<file path="src/adc_ctl_defines.svh">
// Register offsets, field positions, reset values and timing counts for the converter control block
`ifndef ADC_CTL_DEFINES_SVH
`define ADC_CTL_DEFINES_SVH
`define OFS_CONTROL 8'h00
`define OFS_TRIGGER 8'h04
`define OFS_FLAGS 8'h08
`define OFS_IRQ_EN 8'h0C
`define OFS_DMA_EN 8'h10
`define OFS_RESULT 8'h14
`define CTL_CUR_HI 14
`define CTL_CUR_LO 12
`define CTL_BUSY 10
`define CTL_RUN 1
`define CTL_ENABLE 0
`define TRG_LAST_HI 13
`define TRG_LAST_LO 11
`define TRG_FIRST_HI 10
`define TRG_FIRST_LO 8
`define TRG_ALIGN 7
`define TRG_MODE 6
`define TRG_SRC_HI 5
`define TRG_SRC_LO 4
`define TRG_SMP_HI 2
`define TRG_SMP_LO 0
`define FLG_OVF 8
`define TRG_RESET 16'h0007
`define TRG_MASK 16'h3FF7
`define SMP_BASE 4'h4
`define CONV_TICKS 4'hC
`define CONV_DIV 8'h04
`define INPUT_MAX 3'h7
`endif

</file>
<file path="src/adc_ctl_pkg.sv">
// Types shared by the converter control block
package adc_ctl_pkg;
    typedef enum logic [1:0] {ST_IDLE = 2'b00, ST_SAMPLE = 2'b01, ST_CONVERT = 2'b10} conv_state_t;
    typedef enum logic [1:0] {SRC_SOFT = 2'b00, SRC_TIMER = 2'b01, SRC_RSVD = 2'b10, SRC_PIN = 2'b11} trig_src_t;
endpackage

</file>
<file path="src/adc_sequence_irq_dma_control.sv">
// Converter sequencing, flags, interrupt and DMA request control behind an APB slave
//
// The register offsets and register access over APB were left to the implementer.
`timescale 1ns/1ps
`include "adc_ctl_defines.svh"

module adc_sequence_irq_dma_control
    import adc_ctl_pkg::*;
(
    input wire logic pclk,
    input wire logic presetn,
    input wire logic [7:0] paddr,
    input wire logic psel,
    input wire logic penable,
    input wire logic pwrite,
    input wire logic [31:0] pwdata,
    output logic [31:0] prdata,
    output logic pready,
    output logic pslverr,
    input wire logic [11:0] conv_data,
    input wire logic timer_underflow,
    input wire logic external_trigger_pin,
    output logic converter_clock_enable,
    output logic sample_enable,
    output logic [2:0] conv_input,
    output logic irq,
    output logic [15:0] dma_req,
    input wire logic [15:0] dma_ack
);

    // Realign a raw result; used by the read path and by a check
    function automatic logic [15:0] align_result(input logic [11:0] raw, input logic left);
        align_result = left ? {raw, 4'h0} : {4'h0, raw};
    endfunction

    // ============================================================
    // Register state
    logic run_bit_reg, run_bit_next;
    logic module_enable_reg, module_enable_next;
    logic [15:0] trg_reg, trg_next;
    logic [8:0] flag_reg, flag_next;
    logic [8:0] irq_en_reg, irq_en_next;
    logic [15:0] dma_en_reg, dma_en_next;
    logic [11:0] raw_result_reg, raw_result_next;
    logic [2:0] result_input_reg, result_input_next;
    logic [31:0] prdata_reg, prdata_next;
    logic pready_reg, pready_next;
    logic pslverr_reg, pslverr_next;
    logic irq_reg, irq_next;
    logic [15:0] dma_req_reg, dma_req_next;

    // Sequencer state
    conv_state_t state_reg, state_next;
    logic [3:0] tick_cnt_reg, tick_cnt_next;
    logic [2:0] cur_input_reg, cur_input_next;
    logic pending_reg, pending_next;
    logic soft_armed_reg, soft_armed_next;
    logic [7:0] div_cnt_reg, div_cnt_next;
    logic conv_tick_reg, conv_tick_next;

    // Pin synchroniser and edge detect
    logic pin_meta_reg, pin_sync_reg, pin_prev_reg;

    logic wr_en, rd_setup, addr_ok;
    logic load, busy, last_hit, stop_now, trigger;
    logic [2:0] first_in, last_in;
    logic [7:0] done_set;
    logic [8:0] flag_clr;

    assign first_in = trg_reg[`TRG_FIRST_HI:`TRG_FIRST_LO];
    assign last_in = trg_reg[`TRG_LAST_HI:`TRG_LAST_LO];
    assign busy = pending_reg | (state_reg != ST_IDLE);
    assign wr_en = psel & penable & pwrite & pready_reg;
    assign rd_setup = psel & ~penable;
    assign addr_ok = (paddr == `OFS_CONTROL) | (paddr == `OFS_TRIGGER) | (paddr == `OFS_FLAGS) |
                     (paddr == `OFS_IRQ_EN) | (paddr == `OFS_DMA_EN) | (paddr == `OFS_RESULT);
    assign load = conv_tick_reg & (state_reg == ST_CONVERT) & (tick_cnt_reg == 4'h1);
    assign last_hit = cur_input_reg == last_in;

    // ============================================================
    // Two-flop pin synchroniser plus edge-detect flop; the second and third stages feed logic
    always_ff @(posedge pclk or negedge presetn)
    begin
        if (!presetn)
        begin
            pin_meta_reg <= 1'b1;
            pin_sync_reg <= 1'b1;
            pin_prev_reg <= 1'b1;
        end
        else
        begin
            pin_meta_reg <= external_trigger_pin;
            pin_sync_reg <= pin_meta_reg;
            pin_prev_reg <= pin_sync_reg;
        end
    end

    // ============================================================
    // Trigger selection, ignored while busy or disarmed
    always_comb
    begin
        unique case (trig_src_t'(trg_reg[`TRG_SRC_HI:`TRG_SRC_LO]))
            SRC_SOFT: trigger = soft_armed_reg;
            SRC_TIMER: trigger = run_bit_reg & timer_underflow;
            SRC_RSVD: trigger = 1'b0;
            SRC_PIN: trigger = run_bit_reg & pin_prev_reg & ~pin_sync_reg;
        endcase
        trigger = trigger & module_enable_reg & ~busy;
    end

    // ============================================================
    // Sequencer next state; converter tick only runs while enabled
    always_comb
    begin
        state_next = state_reg;
        tick_cnt_next = tick_cnt_reg;
        cur_input_next = cur_input_reg;
        pending_next = pending_reg | trigger;
        soft_armed_next = soft_armed_reg;
        stop_now = 1'b0;
        div_cnt_next = div_cnt_reg;
        conv_tick_next = 1'b0;
        if (module_enable_reg)
        begin
            div_cnt_next = (div_cnt_reg == `CONV_DIV - 8'h01) ? 8'h00 : div_cnt_reg + 8'h01;
            conv_tick_next = div_cnt_reg == `CONV_DIV - 8'h01;
        end
        else
        begin
            div_cnt_next = 8'h00;
        end
        // A 0 write rearms; only a fresh 1 write starts a soft run
        if (wr_en && paddr == `OFS_CONTROL)
        begin
            soft_armed_next = pwdata[`CTL_RUN] & ~run_bit_reg;
        end
        else if (trigger)
        begin
            soft_armed_next = 1'b0;
        end
        unique case (state_reg)
            ST_IDLE:
            begin
                if (pending_reg && conv_tick_reg)
                begin
                    pending_next = 1'b0;
                    state_next = ST_SAMPLE;
                    cur_input_next = first_in;
                    tick_cnt_next = trg_reg[`TRG_SMP_HI:`TRG_SMP_LO] + `SMP_BASE;
                end
            end
            ST_SAMPLE:
            begin
                if (conv_tick_reg)
                begin
                    tick_cnt_next = tick_cnt_reg - 4'h1;
                    if (tick_cnt_reg == 4'h1)
                    begin
                        state_next = ST_CONVERT;
                        tick_cnt_next = `CONV_TICKS;
                    end
                end
            end
            ST_CONVERT:
            begin
                if (conv_tick_reg)
                begin
                    tick_cnt_next = tick_cnt_reg - 4'h1;
                end
                if (load)
                begin
                    // Overwrite errors do not enter this decision
                    stop_now = ~run_bit_reg | (last_hit & ~trg_reg[`TRG_MODE]);
                    if (stop_now)
                    begin
                        state_next = ST_IDLE;
                        cur_input_next = (cur_input_reg == `INPUT_MAX) ? 3'h0 : cur_input_reg;
                    end
                    else
                    begin
                        state_next = ST_SAMPLE;
                        cur_input_next = last_hit ? first_in : cur_input_reg + 3'h1;
                        tick_cnt_next = trg_reg[`TRG_SMP_HI:`TRG_SMP_LO] + `SMP_BASE;
                    end
                end
            end
            default:
            begin
                state_next = ST_IDLE;
            end
        endcase
        // Clearing enable abandons the sequence at once
        if (!module_enable_reg)
        begin
            state_next = ST_IDLE;
            pending_next = 1'b0;
        end
    end

    // ============================================================
    // Flags, result store, interrupt and DMA requests
    always_comb
    begin
        done_set = load ? 8'h01 << cur_input_reg : 8'h00;
        flag_clr = (wr_en && paddr == `OFS_FLAGS) ? pwdata[8:0] : 9'h000;
        // Accepted DMA transfer consumes the latest input's flag
        if (|(dma_ack & dma_req_reg))
        begin
            flag_clr[result_input_reg] = 1'b1;
        end
        // Set wins over a clear in the same cycle
        flag_next = (flag_reg & ~flag_clr) | {1'b0, done_set};
        if (load && flag_reg[cur_input_reg])
        begin
            flag_next[`FLG_OVF] = 1'b1;
        end
        raw_result_next = load ? conv_data : raw_result_reg;
        result_input_next = load ? cur_input_reg : result_input_reg;
        irq_next = |(flag_reg & irq_en_reg);
        dma_req_next = (|flag_reg[7:0]) ? dma_en_reg : 16'h0000;
    end

    // ============================================================
    // APB slave: one wait-free access phase, error on unmapped words
    always_comb
    begin
        run_bit_next = run_bit_reg;
        module_enable_next = module_enable_reg;
        trg_next = trg_reg;
        irq_en_next = irq_en_reg;
        dma_en_next = dma_en_reg;
        prdata_next = prdata_reg;
        pready_next = 1'b0;
        pslverr_next = 1'b0;
        if (rd_setup)
        begin
            pready_next = 1'b1;
            pslverr_next = ~addr_ok;
            unique case (paddr)
                `OFS_CONTROL: prdata_next = {17'h00000, cur_input_reg, 1'b0, busy, 8'h00, run_bit_reg,
                    module_enable_reg};
                `OFS_TRIGGER: prdata_next = {16'h0000, trg_reg};
                `OFS_FLAGS: prdata_next = {23'h000000, flag_reg};
                `OFS_IRQ_EN: prdata_next = {23'h000000, irq_en_reg};
                `OFS_DMA_EN: prdata_next = {16'h0000, dma_en_reg};
                `OFS_RESULT: prdata_next = {16'h0000, align_result(raw_result_reg, trg_reg[`TRG_ALIGN])};
                default: prdata_next = 32'h00000000;
            endcase
        end
        if (wr_en)
        begin
            unique case (paddr)
                `OFS_CONTROL:
                begin
                    run_bit_next = pwdata[`CTL_RUN];
                    module_enable_next = pwdata[`CTL_ENABLE];
                end
                `OFS_TRIGGER: trg_next = pwdata[15:0] & `TRG_MASK;
                `OFS_IRQ_EN: irq_en_next = pwdata[8:0];
                `OFS_DMA_EN: dma_en_next = pwdata[15:0];
                default: trg_next = trg_reg;
            endcase
        end
    end

    // ============================================================
    // All registers except the pin synchroniser
    always_ff @(posedge pclk or negedge presetn)
    begin
        if (!presetn)
        begin
            run_bit_reg <= 1'b0;
            module_enable_reg <= 1'b0;
            trg_reg <= `TRG_RESET;
            flag_reg <= 9'h000;
            irq_en_reg <= 9'h000;
            dma_en_reg <= 16'h0000;
            raw_result_reg <= 12'h000;
            result_input_reg <= 3'h0;
            prdata_reg <= 32'h00000000;
            pready_reg <= 1'b0;
            pslverr_reg <= 1'b0;
            irq_reg <= 1'b0;
            dma_req_reg <= 16'h0000;
            state_reg <= ST_IDLE;
            tick_cnt_reg <= 4'h0;
            cur_input_reg <= 3'h0;
            pending_reg <= 1'b0;
            soft_armed_reg <= 1'b0;
            div_cnt_reg <= 8'h00;
            conv_tick_reg <= 1'b0;
        end
        else
        begin
            run_bit_reg <= run_bit_next;
            module_enable_reg <= module_enable_next;
            trg_reg <= trg_next;
            flag_reg <= flag_next;
            irq_en_reg <= irq_en_next;
            dma_en_reg <= dma_en_next;
            raw_result_reg <= raw_result_next;
            result_input_reg <= result_input_next;
            prdata_reg <= prdata_next;
            pready_reg <= pready_next;
            pslverr_reg <= pslverr_next;
            irq_reg <= irq_next;
            dma_req_reg <= dma_req_next;
            state_reg <= state_next;
            tick_cnt_reg <= tick_cnt_next;
            cur_input_reg <= cur_input_next;
            pending_reg <= pending_next;
            soft_armed_reg <= soft_armed_next;
            div_cnt_reg <= div_cnt_next;
            conv_tick_reg <= conv_tick_next;
        end
    end

    assign prdata = prdata_reg;
    assign pready = pready_reg;
    assign pslverr = pslverr_reg;
    assign irq = irq_reg;
    assign dma_req = dma_req_reg;
    assign converter_clock_enable = module_enable_reg;
    assign sample_enable = state_reg[0]; // Only the sampling code has bit 0 set
    assign conv_input = cur_input_reg;
endmodule

</file>
<file path="config.mk">
export PLATFORM = sky130hd
export DESIGN_NAME = adc_sequence_irq_dma_control
export DESIGN_NICKNAME = d
export VERILOG_FILES = /design/src/adc_ctl_pkg.sv /design/src/adc_sequence_irq_dma_control.sv
export VERILOG_INCLUDE_DIRS = /design/src /design/src/src
export SDC_FILE = /design/constraint.sdc
export NUM_CORES = 1
export LEC_CHECK = 0
export BUFFER_PORTS_ARGS = -buffer_cell sky130_fd_sc_hd__clkbuf_2
export CORE_AREA = 2 2 130 132
export DETAILED_ROUTE_END_ITERATION = 8
export DIE_AREA = 0 0 132 134
export GPL_ROUTABILITY_DRIVEN = 0
export PLACE_DENSITY = 0.57
export SYNTH_ARGS = -nofsm -noshare
export SYNTH_HDL_FRONTEND = slang
export SYNTH_SLANG_ARGS = --single-unit
</file>
<file path="constraint.sdc">
create_clock -name pclk -period 2.4 [get_ports pclk]
set_input_delay 0.36 -clock pclk [delete_from_list [all_inputs] [get_ports pclk]]
set_output_delay 0.36 -clock pclk [all_outputs]
set_load 0.005 [all_outputs]
</file>
# == Word level (Yosys, flattened, before mapping) ==
# Cells that the tools add are included.
# totals
ramBits,0
rom_bits,0
out_inout_bits,56
wordCells,150
input_bits,75
latch_bits,0
mem_count,0
reg_bits,138
# op_classes
n_mux,42
multipliers,0
n_eq_ne,22
n_shift,1
div_mod_pow,0
n_reduce_logical,22
add_sub_neg,4
bitwise_logic,33
magnitude_cmp,3
# op_table
operator,count
one-hot mux 16 bit (6 select lines),1
2-to-1 mux 16 bit,2
2-to-1 mux 4 bit,6
2-to-1 mux 8 bit,3
bitwise AND 9 bit,2
2-to-1 mux 9 bit,2
bitwise OR 9 x 8 -> 9 bit,2
bitwise AND 16 bit,1
"== test 8 x 4 -> 1 bit, second input constant",2
"== test 8 x 5 -> 1 bit, second input constant",2
OR reduction 16 bit,1
2-to-1 mux 3 bit,5
bitwise AND 1 bit,13
2-to-1 mux 1 bit,12
"inequality test 3 bit, second input constant",4
one-hot mux 4 bit (3 select lines),1
"< comparator 3 x 5 -> 1 bit, second input constant",2
2-to-1 mux 2 bit,5
inverter 9 bit,1
OR reduction 9 bit,1
"adder 8 x 1 -> 8 bit, second input constant",1
"== test 8 x 2 -> 1 bit, second input constant",1
"== test 8 x 3 -> 1 bit, second input constant",1
logical NOT 8 bit,1
other kinds (27),55

# == Longest topological paths before layout ==
# Gate-level depths: netlist (run 1).
# depth
ltp_word,11
ltp_mapped,8
mapped_depth_nobuf,7

# == Worst setup path before layout (run 1) ==
# OpenSTA, ideal clock, no wires.
# synth_path
path_type,input -> register
from,input port paddr[5]
to,register trg_reg[10]
t_required_ns,2.275
path_stages,6
slack_ns,0.440
setup_time_ns,0.125
n_path_buf,2
arrival_time_ns,1.835
path_cell_list,or3_1 buf_6 or3_4 nor2_8 buf_12 mux2_4
# synth_between
elab_chain_cells,2
# synth_rtl
item,line_no,rtl
"start, declared",adc_sequence_irq_dma_control.sv:12,"input wire logic [7:0] paddr,"
== test 8 x 3 -> 1 bit,adc_sequence_irq_dma_control.sv:252,unique case (paddr)
AND reduction 2 bit (no source line),--,
"end signal, assigned",adc_sequence_irq_dma_control.sv:274,trg_reg <= `TRG_RESET;
"end signal, assigned",adc_sequence_irq_dma_control.sv:297,trg_reg <= trg_next;
"end, declared",adc_sequence_irq_dma_control.sv:40,"logic [15:0] trg_reg, trg_next;"
# Every way passes these cells.
# A chain may end at the register's enable or synchronous reset.

# == Final worst setup path (run 1) ==
# layout_path
from,register tick_cnt_reg[1]
to,register cur_input_reg[1] (netlist: conv_input[1])
# layout_between
elab_chain_cells,4
# layout_rtl
item,line_no,rtl
"start, declared",adc_sequence_irq_dma_control.sv:54,"logic [3:0] tick_cnt_reg, tick_cnt_next;"
"start signal, assigned",adc_sequence_irq_dma_control.sv:309,tick_cnt_reg <= tick_cnt_next;
== test 4 x 1 -> 1 bit,adc_sequence_irq_dma_control.sv:77,assign load = conv_tick_reg & (state_reg == ST_CONVERT) & (tick_cnt_reg == 4'h1);
bitwise AND 1 bit,adc_sequence_irq_dma_control.sv:77,
inequality test 2 bit (no source line),--,
AND reduction 4 bit (no source line),--,
"end signal, assigned",adc_sequence_irq_dma_control.sv:310,cur_input_reg <= cur_input_next;
"end, declared",adc_sequence_irq_dma_control.sv:55,"logic [2:0] cur_input_reg, cur_input_next;"
# Every way passes these cells.

==> results of run 1 <==
## cells by family (layout without fill, tap and decap cells)
group	count (synthesis)	after routing	share of synthesized area, %
AO/OA/AOI/OAI	107	107	12.4
other	1	16	0.0590
AND/OR/NAND/NOR	222	222	17.8
XOR/XNOR	11	11	1.52
multiplexers	68	68	12.4
adder cells (fa/ha/maj)	15	15	2.95
buffers and inverters	56	173	4.82
flip-flops	122	122	48.1
## routing by layer
layer  global-route usage (%)  wire length [microns]
met1                     27.7                   7800
met2                     32.8                   8330
met3                     4.27                   1170
met4                     7.67                    320
met5                        0                      0
## area by class of cell
cell class | instances | area (sq um)
Timing Repair Buffer | 123 | 696
Tap cell | 220 | 275
Multi-Input combinational cell | 439 | 3050
Clock buffer | 20 | 457
Clock inverter | 12 | 219
Sequential cell | 122 | 3060
Inverter | 18 | 67.6
Fill cell | 1508 | 8470
## power by group
part	switching, mW	internal, mW
Combinational	0.758	0.588
Sequential	0.215	2.25
Clock	0.933	2.00
Total	1.91	4.83
## path summary, 6_finish.rpt
kind / startpoint / end / slack (ns)
setup / recovery: tick_cnt_reg[1]$_DFFE_PN0P_ / conv_input[1]$_DFFE_PN0P_ / 0.24
hold / removal: external_trigger_pin / pin_meta_reg$_DFF_PN1_ / 0.03
setup reg to reg: tick_cnt_reg[1]$_DFFE_PN0P_ / conv_input[1]$_DFFE_PN0P_ / 0.24
hold reg to reg: pin_meta_reg$_DFF_PN1_ / pin_sync_reg$_DFF_PN1_ / 0.36
max in group asynchronous: presetn / trg_reg[2]$_DFFE_PN1P_ / 1.10
min in group asynchronous: presetn / prdata[6]$_DFFE_PN0P_ / 0.49
## synthesized netlist by cell type (all sizes together) (3+ instances only)
master,number
nor4,6
o221ai,4
nand3b,4
and3,4
xor2,8
inv,18
nand3,17
and2,18
or2,3
o21ai,23
a31oi,4
dfrtp,116
nand4,7
xnor2,3
o211ai,5
a22oi,16
nand4b,3
clkbuf,13
or3,3
a21oi,13
a32o,7
a22o,4
nor3,10
buf,25
mux2i,19
nand2,93
nor2b,3
ha,15
mux2,47
a211oi,3
a221oi,4
nand2b,4
or4b,3
dfstp,6
nor2,39
## critical path: stages (launching register included)
cell and delay [ns]:
dfrtp_1 0.41, inv_1 0.09, ha_1 0.15, nor3b_1 0.42, nand3_1 0.18, buf_4 0.24, a21oi_1 0.13, o21ai_1 0.12
mux2_2 0.29
## through the flow
| step | setup WS [ns] | power, mW |
|---|---|---|
| floorplan | 0.440 | 3.34 |
| global placement | 0.282 | 3.79 |
| detailed placement | 0.256 | 3.84 |
| CTS | 0.239 | 6.79 |
| global route | 0.0516 | 7.08 |
| finish | 0.237 | 6.74 |
==> results.md, run 1 <==
* Status: finished clean
* Cells after DPL at 921
* Total Neg Setup Slack at 0 ns
* Clk slew on worst S/H paths at about 0.060 ns
* Worst vdd ir at 0.000578 V
* Hold_ws at 0.0254 ns
* Non-filler cells, final at 954
* DRT Wirelength at about 18,000 microns
* Synth area leaders: dfrtp_1 (46%), mux2_2 (7.3%), nand2_1 (5.5%)
* Starting density of the core at 39.0%
* Most frequent cells in the layout: dfrtp_1 (116), clkbuf_2 (97), nand2_1 (93)
* Clk buf depth at 2
* Final setup fails at 0
* Post-CTS sizing at 0
* Cell type with the largest total area after synthesis: dfrtp_1
* DRC Markers at 0
* Vias post-DR at a little over 5,000
* R2r worst-path depth at 8
* Worst slew pin tran at 0.640 ns
* DRT iter0 DRCs at 372
* Number of synthesized register bits at 122
* Per-cell routed wire length at around 18 microns
* Die Wd at 132 microns
* Yosys warnings at 0
* Ant diodes at 0
* Share of the synthesized area in the top cell type at approximately 46%
* Syn Inst Count at about 600
* Buffers added on ports at 98
* Largest net degree at the start of global routing at 56
* RSZ-0062 raised after global routing: false
* Die Footprint at between 0.015 and 0.02 sq mm
* WP data required at 2.70 ns
* Total of max-cap violations at 0
* First-pass GRT wire length at between 20,000 and 30,000 microns
* Grt ovf at 0
* CTS root buffer: clkbuf_16
* Worst min-delay path category: primary input to register
* Hold Buf Count CTS at 1
* Final period utilization at around nine tenths
* Vias in the first global route at 5,037
* Area grow syn2layout at 23.0%
* Final Instance Area at between 0.007 and 0.008 sq mm
* CTS buffer count at 17
* LEAKAGE at between 3 and 4 nW
* Cell Area, Placed at 0.00714 sq mm
* Hpwl dp at 13,200 microns
* Row count at 47
* Detail Route Antenna Nets at 0
* Most common cell after layout, fill and taps aside: dfrtp_1
* Max transition margin at 56.8%
* Sequential share of the synthesized area at 48.1%
* Fraction of registers with async set/reset at 100%
* Ports at roughly 130
* Setup bufs post-CTS at 0
* Netlist cell types at 75
* Critical path endpoint category: register
* CTS Sinks at 122
* Max FO, Critical Path at 20
* Final Max Tran Viols at 0
* Startpoint Class: register
* Ys flop type: dfrtp_1
* Die H at ~130 microns
* Fin. Hold Viols at 0
* Initial antenna violation count at 0
* Worst Path Arrival at 2.46 ns
* Core Area at between 0.015 and 0.02 sq mm
* Synth Cell Area at 0.00636 sq mm
* Kind of critical path: register to register
* Pre-antenna DRT Iters at 7
* Avg Cell Area, Syn at between 10 and 15 sq um
* Final worst path period need at 2.16 ns
* GRT Util Overall at 20.6%
* Share of layout cells above drive strength 1 at between 30 and 40%
* Post-synth EDFFs at 0
* Layout net count at 811
* Final design utilization at 48.0%
* CTS tree: built
* Hold path cells at 1
* Worst-Skew Late Latency at 0.42 ns
* Drt via density at 5.41
* Setup skew after layout at between 0.006 and 0.007 ns
* Max frequency at 462 MHz
* H-tree levels at 4
* PD cells at 862 mW/mm^2
Note: power is estimated with default switching activity, not from simulation.
==> run 2, diff against run 1 <==
--- a/config.mk
+++ b/config.mk
@@ -6,12 +6,13 @@
 export SDC_FILE = /design/constraint.sdc
 export NUM_CORES = 1
 export LEC_CHECK = 0
+export ABC_AREA = 1
 export BUFFER_PORTS_ARGS = -buffer_cell sky130_fd_sc_hd__clkbuf_2
-export CORE_AREA = 2 2 130 132
+export CORE_AREA = 2 2 128 130
 export DETAILED_ROUTE_END_ITERATION = 8
-export DIE_AREA = 0 0 132 134
+export DIE_AREA = 0 0 130 132
 export GPL_ROUTABILITY_DRIVEN = 0
-export PLACE_DENSITY = 0.57
+export PLACE_DENSITY = 0.58
 export SYNTH_ARGS = -nofsm -noshare
 export SYNTH_HDL_FRONTEND = slang
 export SYNTH_SLANG_ARGS = --single-unit
==> results.md, run 2 <==
* Status: finished clean
* Post-synthesis mux area share at 0.162% (-12 points)
* Netlist cell types at 49 (-35%)
* R2r worst-path depth at 9 (+1)
* Ports at 131 (unchanged)
* Largest family of logic cells by synthesized area: simple AND/OR/NAND/NOR gates
* Max frequency at 522 MHz (+13%)
* Buffers added on ports at 98 (unchanged)
* Pre-antenna DRT Iters at 6 (-1)
* CTS Sinks at 122 (unchanged)
* DRT iter0 DRCs at 420 (+13%)
* Worst slew pin tran at 0.799 ns (+0.160 ns)
* Layout fillers at 1,549 (+2.7%)
* Max FO, Critical Path at 29 (+45%)
* CTS tree: built
* Cell type with the largest total area after synthesis: dfrtp_1
* Row count at 46 (-2.1%)
* Worst-Skew Late Latency at 0.42 ns (about the same)
* Share of layout cells above drive strength 1 at 18.7% (-12 points)
* Layout net count at 970 (+20%)
* Clk buf depth at 2 (unchanged)
* M3 GR Usage at 4.87% (+0.60 points)
* Per-cell routed wire length at 15.9 microns (-14%)
* Syn Inst Count at 771 (+28%)
* R2r setup slk at 0.48 ns (+0.25 ns)
* Compound-Gate Fraction of Synth Area at 14.3% (+1.9 points)
* Post-Synth Simple-Gate Area at 22.4% (+4.6 points)
* Ys flop type: dfrtp_1
* Max transition margin at 46.6% (-10 points)
* Most common cell after layout, fill and taps aside: nand2_1
* Vias post-DR at 5,379 (+4.3%)
* First-pass GRT wire length at 28,000 microns (+0.47%)
* Final setup fails at 0 (unchanged)
* Drt via density at 4.85 (-10%)
* Sequential share of the synthesized area at 49.4% (+1.3 points)
* Grt met1 use at 29.5% (+1.7 points)
* Synth Cell Area at 0.00620 sq mm (-2.5%)
* Largest net degree at the start of global routing at 51 (-8.9%)
* Most frequent cells in the layout: nand2_1 (203), dfrtp_1 (116), clkbuf_2 (97)
* Total of max-cap violations at 0 (unchanged)
* Total Neg Setup Slack at 0 ns (unchanged)
* Die Wd at 130 microns (-1.5%)
* Starting density of the core at 39.4% (+0.41 points)
* XOR/XNOR Fraction of Synth Area at 0.989% (-0.53 points)
* Fin. Hold Viols at 0 (unchanged)
* Post-synth EDFFs at 0 (unchanged)
* Number of synthesized register bits at 122 (unchanged)
* FF-to-FF End: flag_reg[4]$_DFF_PN0_
* Non-filler cells, final at 1,109 (+16%)
* Worst Setup SP: tick_cnt_reg[1]$_DFFE_PN0P_
* Grt ovf at 0 (unchanged)
* CTS buffer count at 17 (unchanged)
* Yosys warnings at 0 (unchanged)
* Worst Path Arrival at 2.25 ns (-0.21 ns)
* Critical path endpoint category: register
* Die Footprint at 0.0172 sq mm (-3.0%)
* Startpoint Class: register
* Initial antenna violation count at 0 (unchanged)
* Area grow syn2layout at 21.5%
* Clk slew on worst S/H paths at 0.05 ns (about the same)
* Setup skew after layout at 0.00614 ns (-0.000736 ns)
* Final worst path period need at 1.92 ns (-0.245 ns)
* Worst vdd ir at 0.000599 V (+3.6%)
* Hold Startpoint: external_trigger_pin
* Launching point of the worst reg2reg path: tick_cnt_reg[1]$_DFFE_PN0P_
* LEAKAGE at 3.77 nW (+1.8%)
* Slowest stage delay, CP at 0.38 ns (-0.04 ns)
* Most used routing layer: met2
* DRT Wirelength at 17,600 microns (about the same)
* Avg Cell Area, Syn at 8.04 sq um (-24%)
* GRT Util Overall at 21.6% (+0.98 points)
* RSZ-0062 raised after global routing: false
* PD cells at 833 mW/mm^2 (-3.3%)
* H-tree levels at 4 (unchanged)
* WP data required at 2.74 ns (+0.04 ns)
* Ant diodes at 0 (unchanged)
* Global routing usage on met2 at 33.6% (+0.75 points)
* Die H at 132 microns (-1.5%)
* Core Area at 0.0157 sq mm (-3.5%)
* Hold path cells at 1 (unchanged)
* Synth area leaders: dfrtp_1 (47%), nand2_1 (12%), o21ai_0 (7.1%)
* Synth Area in Adders at 3.03% (+0.077 points)
* Hold path endpoint: pin_meta_reg$_DFF_PN1_
* Fraction of registers with async set/reset at 100% (unchanged)
* CTS root buffer: clkbuf_16
* Max stage delay cell, worst path: dfrtp_1
* Post-CTS sizing at 0 (unchanged)
* Detail Route Antenna Nets at 0 (unchanged)
* Worst-path cell chain: inv_1, ha_1, nand3_1, nor3_4, buf_4, nand2_1, inv_1, nand2_1, o21ai_0
* Final Max Tran Viols at 0 (unchanged)
* Hpwl dp at 13,400 microns (+1.5%)
* Share of the synthesized area in the top cell type at 46.8% (+1.2 points)
* DRC Markers at 0 (unchanged)
* Vias in the first global route at 5,117 (+1.6%)
* Kind of critical path: register to register
* Dominant cell by count in the synthesized netlist: nand2_1
* Top cells by count, synth: nand2_1 (203), dfrtp_1 (116), inv_1 (95)
* Cells after DPL at 1,076 (+17%)
* Worst min-delay path category: primary input to register
* Final period utilization at 79.9% (-10 points)
==> run 2: cell families (layout without fill, tap and decap cells) <==
group,after synthesis,after routing
other cells,1,16
fa+ha+maj,15,15
compound gates,159,159
simple gates,327,327
buf+inv,139,246
xor+xnor,7,7
mux,1,1
flops,122,122
==> run 2: report_power, final <==
group	leakage (nW)	internal [mW]	switching (mW)	total (mW)
combinational	1.96	0.460	0.741	1.20
sequential	1.51	2.27	0.169	2.44
clock	0.296	1.72	0.919	2.63
==> run 2: through the flow <==
| stage | utilization [%] | setup WS [ns] | hold WS (ns) | power [mW] | cell area (sq um) |
|---|---|---|---|---|---|
| 2_1_floorplan | - | 0.678 | 0.0644 | 3.29 | 6250 |
| 3_3_place_gp | 43.9 | 0.510 | 0.353 | 3.66 | 6910 |
| 3_5_place_dp | 43.9 | 0.479 | 0.350 | 3.67 | 6910 |
| 4_1_cts | 47.9 | 0.478 | 0.0121 | 6.32 | 7530 |
| 5_1_grt | 47.9 | 0.262 | 0.00877 | 6.63 | 7530 |
| 6_report | 47.9 | 0.483 | 0.0243 | 6.27 | 7530 |
==> run 2: worst max path at each step <==
stage / to / slack [ns] / cells past startpoint
2_1_floorplan: state_reg[0]$_DFFE_PN0P_ / 0.68 / 11
3_3_place_gp: flag_reg[4]$_DFF_PN0_ / 0.51 / 9
3_5_place_dp: trg_reg[12]$_DFFE_PN0P_ / 0.48 / 9
4_1_cts: flag_reg[4]$_DFF_PN0_ / 0.48 / 9
5_1_grt: flag_reg[4]$_DFF_PN0_ / 0.26 / 9
6_report: flag_reg[4]$_DFF_PN0_ / 0.48 / 9
==> run 2: layout make-up <==
cell class,instances,area [sq um],area share [%]
flip-flops and latches,122,3060,40.6
multi-input cells,525,2600,34.5
clock inverters,10,141,1.88
well taps,216,270,3.59
inverters,104,390,5.18
repair buffers,110,598,7.94
clock buffers,22,474,6.30
==> run 2: routing by layer <==
metal	routed length, microns	share of wire (%)
met5	0	0
met4	510	2.9
met3	970	5.5
met2	8200	46
met1	7950	45
==> run 2: timing repair <==
action | in CTS | in global routing
setup buffers | 0 | 0
hold endpoints to repair | 42 | 0
hold buffers | 1 | 0
==> run 2: critical path, delay by kind of cell (launching register included) <==
kind                       cells  cell delay, ns
AOI/OAI and AO/OA              1            0.07
adders and majority gates      1            0.16
buffers and inverters          3            0.56
DFF                            1            0.38
and+or+nand+nor                4            0.66
==> run 3, diff against run 2 <==
--- a/config.mk
+++ b/config.mk
@@ -12,7 +12,7 @@
 export DETAILED_ROUTE_END_ITERATION = 8
 export DIE_AREA = 0 0 130 132
 export GPL_ROUTABILITY_DRIVEN = 0
-export PLACE_DENSITY = 0.58
+export PLACE_DENSITY = 0.6
 export SYNTH_ARGS = -nofsm -noshare
 export SYNTH_HDL_FRONTEND = slang
 export SYNTH_SLANG_ARGS = --single-unit
==> constraint.sdc (replaced) <==
create_clock -name pclk -period 1.7 [get_ports pclk]
set_input_delay 0.255 -clock pclk [delete_from_list [all_inputs] [get_ports pclk]]
set_output_delay 0.255 -clock pclk [all_outputs]
set_load 0.005 [all_outputs]
==> results.md, run 3 (synthesized netlist as in run 2, its figures left out) <==
* Cell Area, Placed at 0.00717 sq mm (+3.8%)
* Clock group share of total power at 41.1% (-0.9 points)
* Sw Ratio at 30.3% (+1.1 points)
* Final Instance Area at 0.00792 sq mm (+5.2%)
* Most used cell along the critical path: inv_2
* Total Neg Setup Slack at 0 ns (unchanged)
* Vias in the first global route at 5,392 (+5.4%)
* Most frequent cells in the layout: nand2_1 (202), dfrtp_1 (113), clkbuf_2 (97)
* Pre-antenna DRT Iters at 7 (+1)
* Worst-Skew Late Latency at 0.43 ns (about the same)
* Hpwl dp at 13,700 microns (+1.6%)
* Worst Path Arrival at 1.99 ns (-0.26 ns)
* Kind of critical path: register to register
* Per-cell routed wire length at 15.8 microns (-0.91%)
* DRT Wirelength at 18,000 microns (+2.0%)
* CTS root buffer: clkbuf_16
* RSZ-0062 raised after global routing: true
* CTS tree: built
* Die Footprint at 0.0172 sq mm (unchanged)
* Switching Power at 2.79 mW (+52%)
* Total of max-cap violations at 0 (unchanged)
* WP data required at 2.05 ns (-0.69 ns)
* Slowest stage delay, CP at 0.43 ns (+0.05 ns)
* Clk buf depth at 2 (unchanged)
* Worst-path cell chain: inv_2, ha_4, inv_2, nor3_4, inv_2, nand2_4, nand4_4, nor2_1, o21ai_1, a21oi_2
* First-pass GRT wire length at 28,500 microns (+1.5%)
* Buffer and inverter count on the worst path at 3 (unchanged)
* Ant diodes at 0 (unchanged)
* Setup skew after layout at 0.00781 ns (+0.00166 ns)
* Row count at 46 (unchanged)
* Sequential power share at 37.3% (-1.6 points)
* Clk slew on worst S/H paths at 0.06 ns (about the same)
* Critical path endpoint category: register
* CTS buffer count at 17 (unchanged)
* Drt via density at 4.87 (+0.36%)
* Max FO, Critical Path at 4 (-86%)
* Share of layout cells above drive strength 1 at 23.4% (+4.7 points)
* Starting density of the core at 39.4% (unchanged)
* Vias post-DR at 5,554 (+3.3%)
* Buffers added on ports at 98 (unchanged)
* Max frequency at 608 MHz (+17%)
* Fin. Hold Viols at 0 (unchanged)
* Power Internal at 6.41 mW (+44%)
* DRT iter0 DRCs at 427 (+1.7%)
* Die Wd at 130 microns (unchanged)
* Worst min-delay path category: primary input to register
* GRT Util Overall at 21.9% (+0.32 points)
* Final Max Tran Viols at 0 (unchanged)
* Core Area at 0.0157 sq mm (unchanged)
* PD cells at 1160 mW/mm^2 (+39%)
* H-tree levels at 4 (unchanged)
* Layout net count at 1,003 (+3.4%)
* Delay-heaviest family, CP: simple AND/OR/NAND/NOR gates
* Ports at 131 (unchanged)
* CTS Sinks at 122 (unchanged)
* DRC Markers at 0 (unchanged)
* Final worst path period need at 1.64 ns (-0.274 ns)
* Final period utilization at 96.7% (+17 points)
* Initial antenna violation count at 0 (unchanged)
* Area grow syn2layout at 27.8%
* Status: finished clean
* Grt ovf at 0 (unchanged)
* Die H at 132 microns (unchanged)
* Detail Route Antenna Nets at 0 (unchanged)
* Most common cell after layout, fill and taps aside: nand2_1
* Comb pwr share at 21.7% (+2.5 points)
* Final setup fails at 0 (unchanged)
* Largest net degree at the start of global routing at 63 (+24%)
* Max stage delay cell, worst path: dfrtp_2
* LEAKAGE at 3.94 nW (+4.5%)
* Layout fillers at 1,526 (-1.5%)
* Worst vdd ir at 0.00106 V (+76%)
* Final design utilization at 50.4% (+2.5 points)
* Startpoint Class: register
run 3: area by class of cell:
class	instances	area (sq um)	area share (%)
clock buffers	19	453	5.72
clock inverters	12	164	2.07
inverters	104	390	4.93
multi-input cells	525	2670	33.7
flip-flops and latches	122	3060	38.7
well taps	216	270	3.41
repair buffers	143	907	11.5
run 3: path summary, 6_finish.rpt:
check	startpoint	to	slack, ns	cells after the start
max	state_reg[0]$_DFFE_PN0P_	state_reg[0]$_DFFE_PN0P_	0.06	10
min	conv_data[9]	raw_result_reg[9]$_DFFE_PN0P_	0.04	3
max reg2reg	state_reg[0]$_DFFE_PN0P_	state_reg[0]$_DFFE_PN0P_	0.06	10
min reg2reg	pin_meta_reg$_DFF_PN1_	pin_sync_reg$_DFF_PN1_	0.36	0
max in group asynchronous	presetn	trg_reg[2]$_DFFE_PN1P_	0.99	3
min in group asynchronous	presetn	dma_req[14]$_DFF_PN0_	0.37	3
run 3: repair_timing:
action                                 CTS  global route
resized for setup                        3            20
buffers inserted                         0             2
hold buffers                             2             0
cloned                                   0             1
pin swaps                                3             4
endpoints found under the hold margin  117             0
setup endpoints to repair                3            25
run 3: per-stage QoR:
stage	instances	power, mW	hold slack [ns]	setup slack [ns]
after global routing	1141	9.70	0.0312	-0.0358
final	1141	9.20	0.0381	0.0564
after global placement	1106	5.25	0.299	0.0189
after detailed placement	1106	5.29	0.297	-0.0168
after floorplan	786	4.65	-0.0406	0.00683
after CTS	1139	9.13	0.0296	0.000188
run 3: routing by layer:
metal  global-route usage (%)  share of wire [%]  vias to the layer above
met1                     29.0                 45                     2597
met2                     34.9                 47                      174
met4                     8.48                2.6                        0
met5                        0                  0                        -
met3                     4.75                5.3                       31
li1                         -                  -                     2752
run 3: power groups by stage:
stage	sequential, mW	combinational [mW]	clock (mW)
after global placement	3.45	1.80	0
after CTS	3.41	1.89	3.84
after detailed placement	3.45	1.84	0
after global routing	3.46	2.28	3.96
after floorplan	3.42	1.24	0
final	3.43	1.99	3.78
run 3: worst min-delay path, cell delays in order:
cell and delay, ns:
clkbuf_2 0.07, nand2_1 0.04, o21ai_0 0.06
